<file path="config.mk">
export PLATFORM = sky130hd
export DESIGN_NAME = mrs_sequencer
export DESIGN_NICKNAME = d
export VERILOG_FILES = /design/src/logic/mrs_pkg.sv /design/src/logic/mrs_sequencer.sv
export SDC_FILE = /design/constraint.sdc
export NUM_CORES = 1
export LEC_CHECK = 0
export ABC_CLOCK_PERIOD_IN_PS = 8800
export BUFFER_PORTS_ARGS = -buffer_cell sky130_fd_sc_hd__buf_2
export CORE_AREA = 4 4 126 128
export DETAILED_ROUTE_END_ITERATION = 8
export DIE_AREA = 0 0 130 132
export PLACE_DENSITY = 0.79
export SLEW_MARGIN = 25
export SYNTH_ARGS = -nofsm -noshare
export SYNTH_HDL_FRONTEND = slang
export SYNTH_SLANG_ARGS = --single-unit
export TNS_END_PERCENT = 5
</file>
<file path="constraint.sdc">
create_clock -name mclk -period 8.8 [get_ports mclk]
set_input_delay 1.76 -clock mclk [delete_from_list [all_inputs] [get_ports mclk]]
set_output_delay 1.76 -clock mclk [all_outputs]
set_load 0.02 [all_outputs]
</file>
<file path="src/logic/mrs_pkg.sv">
// How it works
// - power-up settles ready, awaits switch-on
// - switch-on in ready goes to wait enable, stays off
// - normal stop ramps, off at standstill
// - coast stop de-energises immediately
// - quick stop uses quick ramp time
// - disable operation: off, setpoint blocked
// - enable operation: on, setpoint passed
// - inhibited ignores on; coast/quick enter it
// - on active at power-up inhibits start unless auto-restart is set
// - path: ready, wait enable, motor on
// - normal ramp versus separate quick ramp
// - run low stops; reverse picks direction
// - reverse ignored until negative released
// - preset twelve maps inputs zero, one
// - run source selectable per data set
// - reverse source selectable per data set
package mrs_pkg;
	localparam logic [11:0] ADDR_CTRL = 12'h000;
	localparam logic [11:0] ADDR_SRC0 = 12'h004;
	localparam logic [11:0] ADDR_SRC1 = 12'h008;
	localparam logic [11:0] ADDR_STAT = 12'h00C;
	localparam int CTRL_PRESET_LSB = 0;
	localparam int CTRL_CDS_BIT = 8;
	localparam int CTRL_REVEN_BIT = 9;
	localparam int CTRL_AUTORS_BIT = 10;
	localparam int CTRL_ENOP_BIT = 11;
	localparam int CTRL_COAST_BIT = 12;
	localparam int CTRL_QUICK_BIT = 13;
	localparam logic [7:0] PRESET_TWO_WIRE_1 = 8'h0C;
	localparam logic [31:0] CTRL_RESET = 32'h0000_0000;
	localparam logic [31:0] SRC_RESET = 32'h0000_0100;
	localparam int POWERUP_SETTLE = 2;
	typedef enum {
		ST_INHIBIT, ST_READY, ST_WAIT_EN, ST_RUN, ST_RAMP_NORM, ST_RAMP_QUICK
	} mrs_state_e;
	typedef struct packed {
		logic energised;
		logic setpointPass;
		logic reverse;
		logic rampNormal;
		logic rampQuick;
	} mrs_drive_s;
endpackage

</file>
<file path="src/logic/mrs_sequencer.sv">
`timescale 1ns/1ps
module mrs_sequencer #(
	parameter int NumInputs = 8
) (
	input wire logic mclk,
	input wire logic arst_n,
	input wire logic psel,
	input wire logic penable,
	input wire logic pwrite,
	input wire logic [11:0] paddr,
	input wire logic [31:0] pwdata,
	output logic [31:0] prdata,
	output logic pready,
	output logic pslverr,
	input wire logic [NumInputs-1:0] digitalInputs,
	input wire logic standstill,
	output mrs_pkg::mrs_drive_s drive
);
	logic rstMeta, rstSync;
	always_ff @(posedge mclk or negedge arst_n)
	begin
		if (!arst_n)
		begin
			rstMeta <= 1'b0;
			rstSync <= 1'b0;
		end
		else
		begin
			rstMeta <= 1'b1;
			rstSync <= rstMeta;
		end
	end

	// two-stage synchroniser on every input pin
	logic [NumInputs-1:0] diMeta, diSync;
	logic stillMeta, stillSync;
	always_ff @(posedge mclk or negedge rstSync)
	begin
		if (!rstSync)
		begin
			diMeta <= '0;
			diSync <= '0;
			stillMeta <= 1'b0;
			stillSync <= 1'b0;
		end
		else
		begin
			diMeta <= digitalInputs;
			diSync <= diMeta;
			stillMeta <= standstill;
			stillSync <= stillMeta;
		end
	end

	// registers
	logic [31:0] ctrl_q, ctrl_d, src0_q, src0_d, src1_q, src1_d, prdata_q, prdata_d;
	logic pready_q, pready_d, pslverr_q, pslverr_d;
	mrs_pkg::mrs_state_e state_q, state_d;
	logic access, commit;
	assign access = psel && penable && !pready_q;
	// writes land on the edge at which the master sees pready, not one edge early
	assign commit = psel && penable && pready_q && pwrite;

	always_comb
	begin
		ctrl_d = ctrl_q;
		src0_d = src0_q;
		src1_d = src1_q;
		prdata_d = prdata_q;
		pslverr_d = 1'b0;
		pready_d = access;
		if (access)
		begin
			case (paddr)
				mrs_pkg::ADDR_CTRL:
				begin
					prdata_d = ctrl_q;
				end
				mrs_pkg::ADDR_SRC0:
				begin
					prdata_d = src0_q;
				end
				mrs_pkg::ADDR_SRC1:
				begin
					prdata_d = src1_q;
				end
				mrs_pkg::ADDR_STAT:
				begin
					prdata_d = {24'h000000, drive, 3'(state_q)};
					pslverr_d = pwrite;
				end
				default:
				begin
					prdata_d = 32'h0000_0000;
					pslverr_d = 1'b1;
				end
			endcase
		end
		if (commit)
		begin
			case (paddr)
				mrs_pkg::ADDR_CTRL:
					ctrl_d = pwdata;
				mrs_pkg::ADDR_SRC0:
					src0_d = pwdata;
				mrs_pkg::ADDR_SRC1:
					src1_d = pwdata;
				default:
					ctrl_d = ctrl_q;
			endcase
		end
	end

	always_ff @(posedge mclk or negedge rstSync)
	begin
		if (!rstSync)
		begin
			ctrl_q <= mrs_pkg::CTRL_RESET;
			src0_q <= mrs_pkg::SRC_RESET;
			src1_q <= mrs_pkg::SRC_RESET;
			prdata_q <= 32'h0000_0000;
			pready_q <= 1'b0;
			pslverr_q <= 1'b0;
		end
		else
		begin
			ctrl_q <= ctrl_d;
			src0_q <= src0_d;
			src1_q <= src1_d;
			prdata_q <= prdata_d;
			pready_q <= pready_d;
			pslverr_q <= pslverr_d;
		end
	end
	assign prdata = prdata_q;
	assign pready = pready_q;
	assign pslverr = pslverr_q;

	// source select: byte k of a source register is data set k, whole byte is input number, at or above NumInputs reads low
	logic command_data_set, presetFixed, revEnable, autoRestart, enableOp, coastCmd, quickCmd;
	logic [7:0] runSel, revSel;
	logic runCmd, revCmd;
	assign command_data_set = ctrl_q[mrs_pkg::CTRL_CDS_BIT];
	assign presetFixed = ctrl_q[mrs_pkg::CTRL_PRESET_LSB +: 8] == mrs_pkg::PRESET_TWO_WIRE_1;
	assign revEnable = ctrl_q[mrs_pkg::CTRL_REVEN_BIT];
	assign autoRestart = ctrl_q[mrs_pkg::CTRL_AUTORS_BIT];
	assign enableOp = ctrl_q[mrs_pkg::CTRL_ENOP_BIT];
	assign coastCmd = ctrl_q[mrs_pkg::CTRL_COAST_BIT];
	assign quickCmd = ctrl_q[mrs_pkg::CTRL_QUICK_BIT];
	assign runSel = presetFixed ? 8'h00 : (command_data_set ? src0_q[15:8] : src0_q[7:0]);
	assign revSel = presetFixed ? 8'h01 : (command_data_set ? src1_q[15:8] : src1_q[7:0]);
	assign runCmd = (runSel < 8'(NumInputs)) ? diSync[runSel[$clog2(NumInputs)-1:0]] : 1'b0;
	assign revCmd = (revSel < 8'(NumInputs)) ? diSync[revSel[$clog2(NumInputs)-1:0]] : 1'b0;

	// power-up check: run already high on first look means inhibit, unless auto-restart is set
	logic first_q, first_d;
	logic [1:0] settle_q, settle_d;
	mrs_pkg::mrs_drive_s drive_q, drive_d;
	always_comb
	begin
		state_d = state_q;
		first_d = first_q && (settle_q != 2'(mrs_pkg::POWERUP_SETTLE));
		settle_d = first_q ? settle_q + 2'h1 : settle_q;
		if (first_q)
		begin
			// pins need two edges through the synchroniser; judging earlier always sees low
			if (settle_q == 2'(mrs_pkg::POWERUP_SETTLE))
				state_d = (runCmd && !autoRestart) ? mrs_pkg::ST_INHIBIT : mrs_pkg::ST_READY;
		end
		else if (coastCmd)
			state_d = mrs_pkg::ST_INHIBIT;
		else
		begin
			case (state_q)
				mrs_pkg::ST_INHIBIT:
					if (!runCmd && !quickCmd)
						state_d = mrs_pkg::ST_READY;
				mrs_pkg::ST_READY:
					if (quickCmd)
						state_d = mrs_pkg::ST_INHIBIT;
					else if (runCmd)
						state_d = mrs_pkg::ST_WAIT_EN;
				mrs_pkg::ST_WAIT_EN:
					if (quickCmd)
						state_d = mrs_pkg::ST_INHIBIT;
					else if (!runCmd)
						state_d = mrs_pkg::ST_READY;
					else if (enableOp)
						state_d = mrs_pkg::ST_RUN;
				mrs_pkg::ST_RUN:
					if (quickCmd)
						state_d = mrs_pkg::ST_RAMP_QUICK;
					else if (!runCmd)
						state_d = mrs_pkg::ST_RAMP_NORM;
					else if (!enableOp)
						state_d = mrs_pkg::ST_WAIT_EN;
				mrs_pkg::ST_RAMP_NORM:
					if (quickCmd)
						state_d = mrs_pkg::ST_RAMP_QUICK;
					else if (stillSync)
						state_d = mrs_pkg::ST_READY;
				mrs_pkg::ST_RAMP_QUICK:
					if (stillSync)
						state_d = mrs_pkg::ST_INHIBIT;
				default:
					state_d = mrs_pkg::ST_INHIBIT;
			endcase
		end
		drive_d.energised = state_d inside {mrs_pkg::ST_RUN, mrs_pkg::ST_RAMP_NORM, mrs_pkg::ST_RAMP_QUICK};
		drive_d.setpointPass = state_d == mrs_pkg::ST_RUN;
		drive_d.reverse = revEnable && revCmd;
		drive_d.rampNormal = state_d == mrs_pkg::ST_RAMP_NORM;
		drive_d.rampQuick = state_d == mrs_pkg::ST_RAMP_QUICK;
	end

	always_ff @(posedge mclk or negedge rstSync)
	begin
		if (!rstSync)
		begin
			state_q <= mrs_pkg::ST_INHIBIT;
			first_q <= 1'b1;
			settle_q <= 2'h0;
			drive_q <= '0;
		end
		else
		begin
			state_q <= state_d;
			first_q <= first_d;
			settle_q <= settle_d;
			drive_q <= drive_d;
		end
	end
	assign drive = drive_q;

	energised_matches_a: assert property (@(posedge mclk) disable iff (!rstSync)
		1'b1 |=> drive.energised == (state_q inside {mrs_pkg::ST_RUN, mrs_pkg::ST_RAMP_NORM, mrs_pkg::ST_RAMP_QUICK}))
		else $error("energise output disagrees with state");
	coast_inhibit_a: assert property (@(posedge mclk) disable iff (!rstSync)
		coastCmd && !first_q |=> state_q == mrs_pkg::ST_INHIBIT && !drive.energised)
		else $error("coast stop did not de-energise");
	normal_stop_a: assert property (@(posedge mclk) disable iff (!rstSync)
		state_q == mrs_pkg::ST_RUN && !runCmd && !quickCmd && !coastCmd |=> state_q == mrs_pkg::ST_RAMP_NORM)
		else $error("normal stop did not ramp");
	ramp_ends_a: assert property (@(posedge mclk) disable iff (!rstSync)
		state_q == mrs_pkg::ST_RAMP_NORM && stillSync && !quickCmd && !coastCmd |=> state_q == mrs_pkg::ST_READY)
		else $error("normal ramp did not end at standstill");
	quick_stop_a: assert property (@(posedge mclk) disable iff (!rstSync)
		state_q == mrs_pkg::ST_RUN && quickCmd && !coastCmd |=> state_q == mrs_pkg::ST_RAMP_QUICK ##1 drive.rampQuick)
		else $error("quick stop did not use quick ramp");
	inhibit_ignores_a: assert property (@(posedge mclk) disable iff (!rstSync)
		state_q == mrs_pkg::ST_INHIBIT && !first_q |=> state_q != mrs_pkg::ST_WAIT_EN && state_q != mrs_pkg::ST_RUN)
		else $error("inhibit state accepted switch-on");
	run_needs_wait_a: assert property (@(posedge mclk) disable iff (!rstSync)
		state_q == mrs_pkg::ST_RUN && $past(state_q) != mrs_pkg::ST_RUN |-> $past(state_q) == mrs_pkg::ST_WAIT_EN)
		else $error("motor on reached without waiting for enable");
	reverse_gate_a: assert property (@(posedge mclk) disable iff (!rstSync)
		!revEnable |=> !drive.reverse)
		else $error("reverse active while not released");
	switch_on_a: assert property (@(posedge mclk) disable iff (!rstSync)
		state_q == mrs_pkg::ST_READY && runCmd && !quickCmd && !coastCmd |=> state_q == mrs_pkg::ST_WAIT_EN)
		else $error("switch-on in ready did not wait for enable");
	enable_run_a: assert property (@(posedge mclk) disable iff (!rstSync)
		state_q == mrs_pkg::ST_WAIT_EN && runCmd && enableOp && !quickCmd && !coastCmd
		|=> drive.energised && drive.setpointPass)
		else $error("enable did not pass setpoint");
	disable_block_a: assert property (@(posedge mclk) disable iff (!rstSync)
		state_q == mrs_pkg::ST_RUN && runCmd && !enableOp && !quickCmd && !coastCmd
		|=> !drive.setpointPass && !drive.energised)
		else $error("disable left setpoint passing");
	quick_end_a: assert property (@(posedge mclk) disable iff (!rstSync)
		state_q == mrs_pkg::ST_RAMP_QUICK && stillSync && !coastCmd |=> state_q == mrs_pkg::ST_INHIBIT)
		else $error("quick ramp did not end in inhibit");
	powerup_inhibit_a: assert property (@(posedge mclk) disable iff (!rstSync)
		first_q && settle_q == 2'(mrs_pkg::POWERUP_SETTLE) && runCmd && !autoRestart
		|=> state_q == mrs_pkg::ST_INHIBIT)
		else $error("run active at power-up did not inhibit");
	powerup_ready_a: assert property (@(posedge mclk) disable iff (!rstSync)
		first_q && settle_q == 2'(mrs_pkg::POWERUP_SETTLE) && !runCmd |=> state_q == mrs_pkg::ST_READY)
		else $error("power-up did not settle in ready");
	ramp_flags_a: assert property (@(posedge mclk) disable iff (!rstSync)
		drive.rampNormal || drive.rampQuick |-> drive.energised && !drive.setpointPass)
		else $error("ramp state with wrong drive flags");
	reverse_follow_a: assert property (@(posedge mclk) disable iff (!rstSync)
		revEnable && revCmd |=> drive.reverse)
		else $error("released reverse input not followed");
	pready_pulse_a: assert property (@(posedge mclk) disable iff (!rstSync)
		pready |=> !pready)
		else $error("pready held longer than one cycle");
	write_lands_a: assert property (@(posedge mclk) disable iff (!rstSync)
		psel && penable && pready && pwrite && paddr == mrs_pkg::ADDR_CTRL |=> ctrl_q == $past(pwdata))
		else $error("control write did not land");
	stat_write_err_a: assert property (@(posedge mclk) disable iff (!rstSync)
		psel && penable && !pready && pwrite && paddr == mrs_pkg::ADDR_STAT |=> pready && pslverr)
		else $error("status write not refused");
	cover_run_c: cover property (@(posedge mclk) disable iff (!rstSync) state_q == mrs_pkg::ST_RUN);
	cover_inhibit_c: cover property (@(posedge mclk) disable iff (!rstSync)
		first_q && settle_q == 2'(mrs_pkg::POWERUP_SETTLE) && runCmd);
	cover_norm_c: cover property (@(posedge mclk) disable iff (!rstSync)
		state_q == mrs_pkg::ST_RAMP_NORM ##1 state_q == mrs_pkg::ST_READY);
	cover_quick_c: cover property (@(posedge mclk) disable iff (!rstSync) state_q == mrs_pkg::ST_RAMP_QUICK);
	cover_rev_c: cover property (@(posedge mclk) disable iff (!rstSync) drive.reverse && drive.setpointPass);
endmodule // mrs_sequencer

</file>
==> impl_results.md, run 1 <==
* Status: completed
* Sequential share of power at 50.7%
* Avg Cell Area, Syn at roughly 13 um^2
* GR Util All Layers at between 20% and 30%
* CP max stage delay at about 0.71 ns
* Commonest non-fill, non-tap cells in the layout: dfrtp_1, buf_2, mux2_2, nand2_1, nor2_1
* CP max stage cell: nor2b_4
* CP required at roughly 9.1 ns
* Final WL at 17.4 mm
* Slew margin rel. at 33.1%
* Slew Viols, Final at 0
* TNS Setup at 0 ns
* RePlAce Congestion at 0.881
* Most common cell after layout, fill and taps aside: dfrtp_1
* Clock share of power at between 40% and 50%
* Min Tclk post-route at 4.35 ns
* Multi-input combinational cell area at 3130 um^2
* Initial Util at 54.0%
* WL/cell at 19.1 um
* Vias in the first global route at 5,484
* Leakage Power at around 0.0047 uW
* Ratio of cells with drive above 1 in the final layout at 31.9%
* Main area contributors after synthesis: dfrtp_1, mux2_2, mux2_1
* Avg Vias per Cell at around 5.8
* Clk slew on worst S/H paths at 0.06 ns
* Fin nets at 768
* Synth Area in Simple Gates at 10.6%
* Worst min path class: reg2async
* Clock sinks at 190
* Flops & latches, synth at 190
* Via count at 5,307
* Met1 usage at 29.2%
* Period utilization at 49.5%
* Filler Cell Count at 1,143
* Logic pwr share at 4.2%
* Maximum clock path buffer count at 2
* Cell Pwr Density at around 190 nW/um^2
* GR peak layer: met2
* Final Hold Viols at 0
* Area growth syn-to-layout at 16.1%
* Multiplexer share of the synthesized area at 20.3%
* Core area at about 15,000 um^2
* WP data arrival at 4.66 ns
* FFs w/ async S/R, synth at 100%
* Final setup viols at 0
* Cell internal pwr at 1380 uW
* Largest net degree at the start of global routing at 84
* Warnings, synthesis at 0
* Top achievable clock speed at 230 MHz
* Row count at 45
* CP Cell Sequence: buf_2 -> nor2b_4 -> nor3b_2 -> buf_4 -> mux2_2
* Maximum VDD drop at approximately 0.14 mV
* FF+latch area at 4760 um^2
* Worst slew pin tran at roughly 1.0 ns
* Element type at the critical path end: register
* Post-CTS setup buffer count at 0
* Max Cap Viol at 0
* Post-Syn Instances at 623
* Insertion delay to the later sink of the worst-skew pair at 0.42 ns
* CP startpoint kind: input pin
* Htree depth at 4
* NetSw at roughly 380 uW
* # diodes at 0
* Synth Area in Adders at less than 1%
* XOR/XNOR Fraction of Synth Area at less than 1%
* Cell area after synthesis at 8030 um^2
* Clock root buffer: clkbuf_16
* First-pass GRT wire length at 28.4 mm
* DR DRC count at 0
* Critical path class: in2reg
* I/O pin count at between 90 and 100
* Port-buffer cells at 96
* TritonCTS Buffers at 17
* Syn Nets at 682
* Post-synth EDFFs at 0
* Detailed-router iteration count before antenna repair at 7
* Cts hold-fix bufs at 0
* Die width at 130 um
* Met2 track utilization from global routing at 33.8%
* Final ANT Viol Nets at 0
* Post-synth cell types at 53
* Synth area leader: dfrtp_1
* Clk_skew at about 0.0067 ns
* Global route total overflow at 0
* Main combinational cell family by area after synthesis: multiplexers
* Post_cts resized at 0
* Synth Area in Compound Gates at under 10%
* Die height at between 100 and 150 um
* TritonCTS clock tree: done
* Met3 Track Usage GR at 4.50%
* Crit Path Max Fanout at 36
* Antenna violations before repair at 0
* Ys flop type: dfrtp_1
* DP HPWL at 12.0 mm
* DR iter-0 viols at 321
* Post-synth top area share at between 50% and 60%
* Unrepaired setup endpoints after global routing: no
* Seq/Total Area, Yosys at roughly three fifths
* Total power at 1760 uW
* Die area at roughly 17,000 um^2
* Sw Ratio at 21.8%
-- final timing paths --
path                                 from    endpoint  slack [ns]  depth (start not counted)
worst max-delay path             paddr[2]  src0_q[21]        4.45                          5
worst min-delay path              rstSync   src1_q[7]        0.27                          0
max in group asynchronous         rstSync  src1_q[26]        7.31                          1
worst min register to register    rstSync   src1_q[7]        0.27                          0
worst max register to register  ctrl_q[8]    drive[4]        5.91                          8
min in group mclk               diMeta[4]   diSync[4]        0.35                          0
-- layout make-up --
cell class | instances | area share, %
Multi-Input combinational cell | 388 | 33.6
Clock buffer | 21 | 5.05
Clock inverter | 11 | 1.64
Tap cell | 188 | 2.52
Sequential cell | 190 | 51.1
Inverter | 8 | 0.322
Timing Repair Buffer | 104 | 5.84
-- metal layers --
metal	part of all wire, %	up-vias
met2	50	165
met4	1.6	0
met5	0	-
met3	5.3	24
met1	43	2710
li1	-	2408
-- metrics by stage --
stage | worst slack [ns] | hold WS (ns) | instance area, um^2 | util [%] | cells
after global routing | 4.22 | 0.310 | 9320 | 62.7 | 910
final | 4.45 | 0.267 | 9320 | 62.7 | 910
after detailed placement | 3.63 | 0.277 | 8690 | 58.5 | 878
after CTS | 4.06 | 0.283 | 9310 | 62.7 | 910
after global placement | 3.75 | 0.269 | 8680 | 58.4 | 878
after floorplan | 3.12 | 0.331 | 8030 | - | 623
-- cell families after synthesis --
family,after synthesis
flip-flops,190
other,1
adder cells (fa/ha/maj),1
AO/OA/AOI/OAI,88
buffers and inverters,45
XOR/XNOR,1
multiplexers,138
AND/OR/NAND/NOR,159
-- worst max-delay path, delay by kind of cell --
kind | cells | cell delay (ns)
buffers and inverters | 2 | 1.13
muxes | 1 | 0.38
and+or+nand+nor | 2 | 1.35
-- synthesized netlist by cell type (3+ instances only) --
cell	count
buf_1	4
mux2_2	67
nand3b_1	3
nor2b_1	31
clkbuf_1	23
a21oi_1	31
nand4_1	10
nand2_1	42
dfrtp_1	187
o21ai_0	12
nor4b_1	3
nor3_1	6
a211oi_1	3
inv_1	8
nor4_1	7
mux2i_1	30
mux2_1	30
a31oi_1	4
nor2_1	36
buf_2	9
nand3_1	6
mux4_2	10
o31ai_1	24
dfstp_2	3
-- registers in the layout (all words and copies together), names as in the netlist --
signal     flops
diMeta         8
pslverr        1
diSync         8
src1_q        32
drive          5
state_q       32
ctrl_q        32
first_q        1
settle_q       2
rstSync        1
stillSync      1
src0_q        32
pready         1
stillMeta      1
prdata        32
rstMeta        1
-- power groups by stage --
stage | sequential (uW) | clock, uW | combinational (uW)
floorplan | 915 | 0 | 31.8
global placement | 908 | 0 | 70.9
detailed placement | 908 | 0 | 73.6
CTS | 892 | 806 | 73.8
global route | 893 | 851 | 81.2
finish | 892 | 796 | 73.5
No activity file was read; power rests on OpenSTA's default activity.
==> run 2: changes to the inputs <==
ABC_CLOCK_PERIOD_IN_PS = 4150   (was 8800)
clock period = 4.15 ns   (was 8.8 ns; I/O delays follow)
==> run 2 against run 1 <==
Sequential power up 110%. Worst hold slack lost 0.10 ns. Sequential share of layout area is 0.27 points lower. Final cell count grew 0.44%. Non-clock buffer count increased by 4. Clock skew about the same. Die area did not move. Clock power increased by 120%. Power increased by 120%. First-iteration DRC count increased by 11%. Largest power group unchanged.
==> impl_results.md, run 2 (synthesis results as in run 1) <==
* WL/cell at 19.7 um
* DR iter-0 viols at 356
* Worst Reg2Reg Path Length in Cells at 8
* Ratio of cells with drive above 1 in the final layout at 32.5%
* # diodes at 0
* Fin nets at slightly below 800
* Htree depth at 4
* I/O pin count at between 90 and 100
* Reg2reg setup slack at about 1.2 ns
* Detailed-router iteration count before antenna repair at 4
* Status: completed
* Clk slew on worst S/H paths at 0.07 ns
* Die height at ~130 um
* Clk_skew at between 0.006 and 0.007 ns
* Leakage Power at 0.00471 uW
* Insertion delay to the later sink of the worst-skew pair at 0.43 ns
* Post-CTS setup buffer count at 0
* Global route total overflow at 0
* Via count at 5,364
* GR Util All Layers at 22.0%
* Sw Ratio at around 23%
* Core area at 14,900 um^2
* Cell Pwr Density at 408 nW/um^2
* NetSw at 862 uW
* Reg-to-Reg Start: ctrl_q[8]
* DR DRC count at 0
* Avg Vias per Cell at 5.87
* Worst min path class: in2async
* Maximum VDD drop at 0.326 mV
* TritonCTS clock tree: done
* Die width at 130 um
* Initial Util at 54.0%
* Logic pwr share at 4.0%
* Critical path class: reg2reg
* Unrepaired setup endpoints after global routing: no
* Slew Viols, Final at 0
* Final setup viols at 0
* Worst slew pin tran at 1.00 ns
* Top achievable clock speed at 335 MHz
* First-pass GRT wire length at 29.4 mm
* TNS Setup at 0 ns
* Period utilization at 71.9%
* Min Tclk post-route at roughly 3.0 ns
* Sequential share of power at 49.7%
* Slew margin rel. at between 30% and 40%
* Post-layout util at 63.0%
* Max Cap Viol at 0
* CP startpoint kind: register
* R2R Path End: drive[3]
* WP data arrival at approximately 3.3 ns
* Filler Cell Count at 1,115
* Element type at the critical path end: register
* Commonest non-fill, non-tap cells in the layout: dfrtp_1, buf_2, mux2_2, nand2_1, nor2_1
* Final WL at 18.0 mm
* Port-buffer cells at 96
* Maximum clock path buffer count at 2
* Final ANT Viol Nets at 0
* DP HPWL at 11.9 mm
* Crit Path Max Fanout at 16
* Clock root buffer: clkbuf_16
* Final Hold Viols at 0
* Area growth syn-to-layout at 16.7%
* Most common cell after layout, fill and taps aside: dfrtp_1
* Row count at 45
* Largest net degree at the start of global routing at 72
* Clock share of power at 46.3%
* RePlAce Congestion at approximately 0.8
* Clock sinks at 190
* Antenna violations before repair at 0
* CP required at 4.51 ns
* Die area at between 15,000 and 20,000 um^2
* TritonCTS Buffers at 17
* Vias in the first global route at roughly 5,700
* Cell internal pwr at 2960 uW
* Cts hold-fix bufs at 0
* Hold Worst Slack at 0.164 ns
* Post_cts resized at 0
-- run 2: cell count changes in the layout (fill, tap and decap cells not counted), sizes merged --
| cell | delta |
|---|---|
| inv | +2 |
| buf | +4 |
| bufinv | +1 |
| clkbuf | -3 |
-- run 2: cell type report --
class	count	area, um^2	area share, %
Clock buffer	18	439	4.69
Clock inverter	14	206	2.20
Inverter	8	30.0	0.320
Multi-Input combinational cell	388	3130	33.4
Sequential cell	190	4760	50.8
Tap cell	188	235	2.51
Timing Repair Buffer	108	571	6.09
-- run 2: per-layer routing --
metal  share of wire, %  GRT usage [%]  routed length, um
met5                  0              0                  0
met4                2.1           8.72                370
met3                5.3           4.34                959
met2                 49           35.7               8850
met1                 43           29.3               7810
-- run 2: worst max path at each step --
stage                endpoint  depth (start not counted)  slack, ns  startpoint
global route         drive[4]                          8       0.94   ctrl_q[8]
CTS                  drive[4]                          8       1.18   ctrl_q[8]
global placement    ctrl_q[2]                          7       1.15    paddr[9]
finish               drive[3]                          8       1.17   ctrl_q[8]
detailed placement  ctrl_q[2]                          7       1.06    paddr[5]
floorplan           ctrl_q[0]                          0       1.02     rstSync
-- run 2: critical path, cell delays in order (launching register included) --
cell	delay, ns
dfrtp_1	0.77
nor4b_1	0.51
a22oi_1	0.23
nor3_1	0.22
o211ai_1	0.27
a211oi_1	0.30
o22ai_1	0.18
a211o_1	0.30
a21oi_1	0.13
-- run 2: power by group through the flow --
stage,sequential (uW),clock (uW),combinational [uW]
2_1_floorplan,1940,0,67.4
3_3_place_gp,1930,0,147
3_5_place_dp,1930,0,153
4_1_cts,1900,1790,154
5_1_grt,1900,1860,169
6_report,1900,1770,154
-- run 2: per-stage QoR --
step	instances	worst slack, ns	cell area (um^2)	power (uW)
floorplan	623	1.02	8030	2010
global placement	882	1.15	8710	2080
detailed placement	882	1.06	8720	2090
CTS	914	1.18	9370	3840
global route	914	0.937	9370	3930
finish	914	1.17	9370	3820
==> run 3: changes to the inputs <==
ABC_CLOCK_PERIOD_IN_PS = 2600   (was 4150)
CORE_AREA = 4 4 130 132   (was 4 4 126 128)
DIE_AREA = 0 0 134 136   (was 0 0 130 132)
PLACE_DENSITY = 0.78   (was 0.79)
clock period = 2.6 ns   (was 4.15 ns; I/O delays follow)
==> run 3 against run 2 <==
Highest routed layer is now met5. Global-route usage decreased by 1.2 points. Critical endpoint unchanged. Routed wire length decreased by 0.18%. Register-to-register slack got worse by 1.1 ns. Via count decreased by 0.48%. Largest cell class unchanged. Flip-flop and latch count did not move. Worst setup slack lost 1.1 ns. Clock power increased by 47%. Fmax is 18% higher. Final area up 2.0%.
==> impl_results.md, run 3 (synthesis results as in run 1) <==
* Detailed-router iteration count before antenna repair at 4
* Min Tclk post-route at 2.53 ns
* Vias in the first global route at about 5,700
* Multi-input combinational cell area at around 3200 um^2
* WP data arrival at approximately 2.9 ns
* DR iter-0 viols at 353
* TritonCTS clock tree: done
* Crit path from: ctrl_q[8]
* CP Capture Point: drive[3]
* Worst min path class: in2reg
* Htree depth at 4
* DP HPWL at between 10 and 15 mm
* Row count at 46
* Maximum clock path buffer count at 2
* Critical path class: reg2reg
* Die height at roughly 140 um
* Period utilization at slightly below 100%
* CP max stage delay at 0.46 ns
* Antenna violations before repair at 3
* Reg2reg setup slack at 0.07 ns
* Cell Pwr Density at 617 nW/um^2
* Clock sinks at 190
* Max Cap Viol at 0
* Port-buffer cells at 96
* Leakage Power at slightly below 0.005 uW
* First-pass GRT wire length at 29.8 mm
* Ratio of cells with drive above 1 in the final layout at 34.7%
* Placed inst area at 8870 um^2
* Clk_skew at 0.0117 ns
* Crit Path Max Fanout at 6
* CP Cell Sequence: buf_4 -> mux2i_2 -> mux4_2 -> nand4b_1 -> a21boi_4 -> nand2_2 -> a31o_1 -> a211o_1 -> a21oi_1
* Maximum VDD drop at between 0.4 and 0.5 mV
* Design area at 9560 um^2
* Reg-to-Reg Start: ctrl_q[8]
* Slew Viols, Final at 0
* Final setup viols at 0
* TritonCTS Buffers at 17
* I/O pin count at 97
* Slew margin rel. at about half
* Die area at 18,200 um^2
* Die width at 134 um
* Core area at 15,700 um^2
* Final Hold Viols at 0
* CP startpoint kind: register
* Worst Reg2Reg Path Length in Cells at 9
* Via count at between 5,000 and 6,000
* Final WL at 18.0 mm
* Commonest non-fill, non-tap cells in the layout: dfrtp_1, buf_2, mux2_2, nand2_1, nor2_1
* WL/cell at 18.8 um
* CP max stage cell: dfrtp_2
* Largest net degree at the start of global routing at 71
* Post-Layout Cell Count at 956
* CP required at 2.95 ns
* Avg Vias per Cell at 5.58
* Fin nets at 786
* Final ANT Viol Nets at 0
* Status: completed
* FF+latch area at between 4000 and 5000 um^2
* Filler Cell Count at 1,229
* DR DRC count at 0
* Top achievable clock speed at 396 MHz
* Area growth syn-to-layout at 19.1%
* Placed cells at 920
* Clk slew on worst S/H paths at 0.07 ns
* Clock root buffer: clkbuf_16
* Insertion delay to the later sink of the worst-skew pair at between 0.4 and 0.5 ns
* Element type at the critical path end: register
* Global route total overflow at 0
* R2R Path End: drive[3]
* Total power at about 6000 uW
* GR Util All Layers at around a fifth
* Initial Util at 51.1%
* RePlAce Congestion at 0.972
* Worst slew pin tran at between 0.7 and 0.8 ns
* # diodes at 0
* Most common cell after layout, fill and taps aside: dfrtp_1
==> run 3: where the power goes <==
part / total [uW] / internal, uW / leakage (uW) / switching, uW
registers: 3020 / 2980 / 0.00258 / 42.4
clock network: 2610 / 1400 / 0.000294 / 1210
logic: 265 / 93.3 / 0.00192 / 172
total: 5900 / 4480 / 0.00480 / 1430
==> run 3: worst max-delay path, delay by kind of cell, from the launching register on <==
kind,cells,cell delay [ns]
and+or+nand+nor,2,0.23
muxes,2,0.60
AOI/OAI and AO/OA,4,1.00
DFF,1,0.46
buffers and inverters,1,0.16
==> run 3: cell type report <==
cell class,instances,share of cell area [%]
multi-input cells,388,33.2
clock inverters,14,1.75
repair buffers,122,7.49
clock buffers,18,4.59
well taps,216,2.83
flip-flops and latches,190,49.8
inverters,8,0.314
==> run 3: stage by stage <==
stage                     hold slack (ns)  setup slack (ns)  util [%]  setup TNS (ns)
final                               0.186            0.0741      60.8               0
after global placement              0.304             0.232      56.4               0
after floorplan                     0.224             0.102         -               0
after global routing                0.167          -0.00541      60.8        -0.00541
after CTS                           0.174            0.0529      60.5               0
after detailed placement            0.306            0.0120      56.4               0
==> run 3: worst min-delay path by stage <==
stage / endpoint / start / depth (start not counted) / slack [ns]
4_1_cts: stillMeta / standstill / 1 / 0.17
5_1_grt: stillMeta / standstill / 1 / 0.17
2_1_floorplan: rstMeta / arst_n / 0 / 0.22
3_5_place_dp: rstMeta / arst_n / 1 / 0.31
3_3_place_gp: rstMeta / arst_n / 1 / 0.30
6_report: diMeta[6] / digitalInputs[6] / 1 / 0.19
==> run 3: repair_timing <==
action | 4_1_cts | 5_1_grt
hold endpoints to repair | 2 | 0
resized for setup | 3 | 7
setup buffers | 1 | 2
endpoints found under the setup margin | 3 | 5
gates cloned | 0 | 0
pin swaps | 1 | 3
hold buffers | 1 | 0
==> run 3: routing by layer <==
metal / track usage, % / vias up / routed length (um)
met5: 0 / - / 34
met4: 7.37 / 6 / 384
met3: 5.70 / 37 / 1050
met2: 34.1 / 153 / 8940
met1: 27.0 / 2703 / 7550
li1: - / 2439 / -
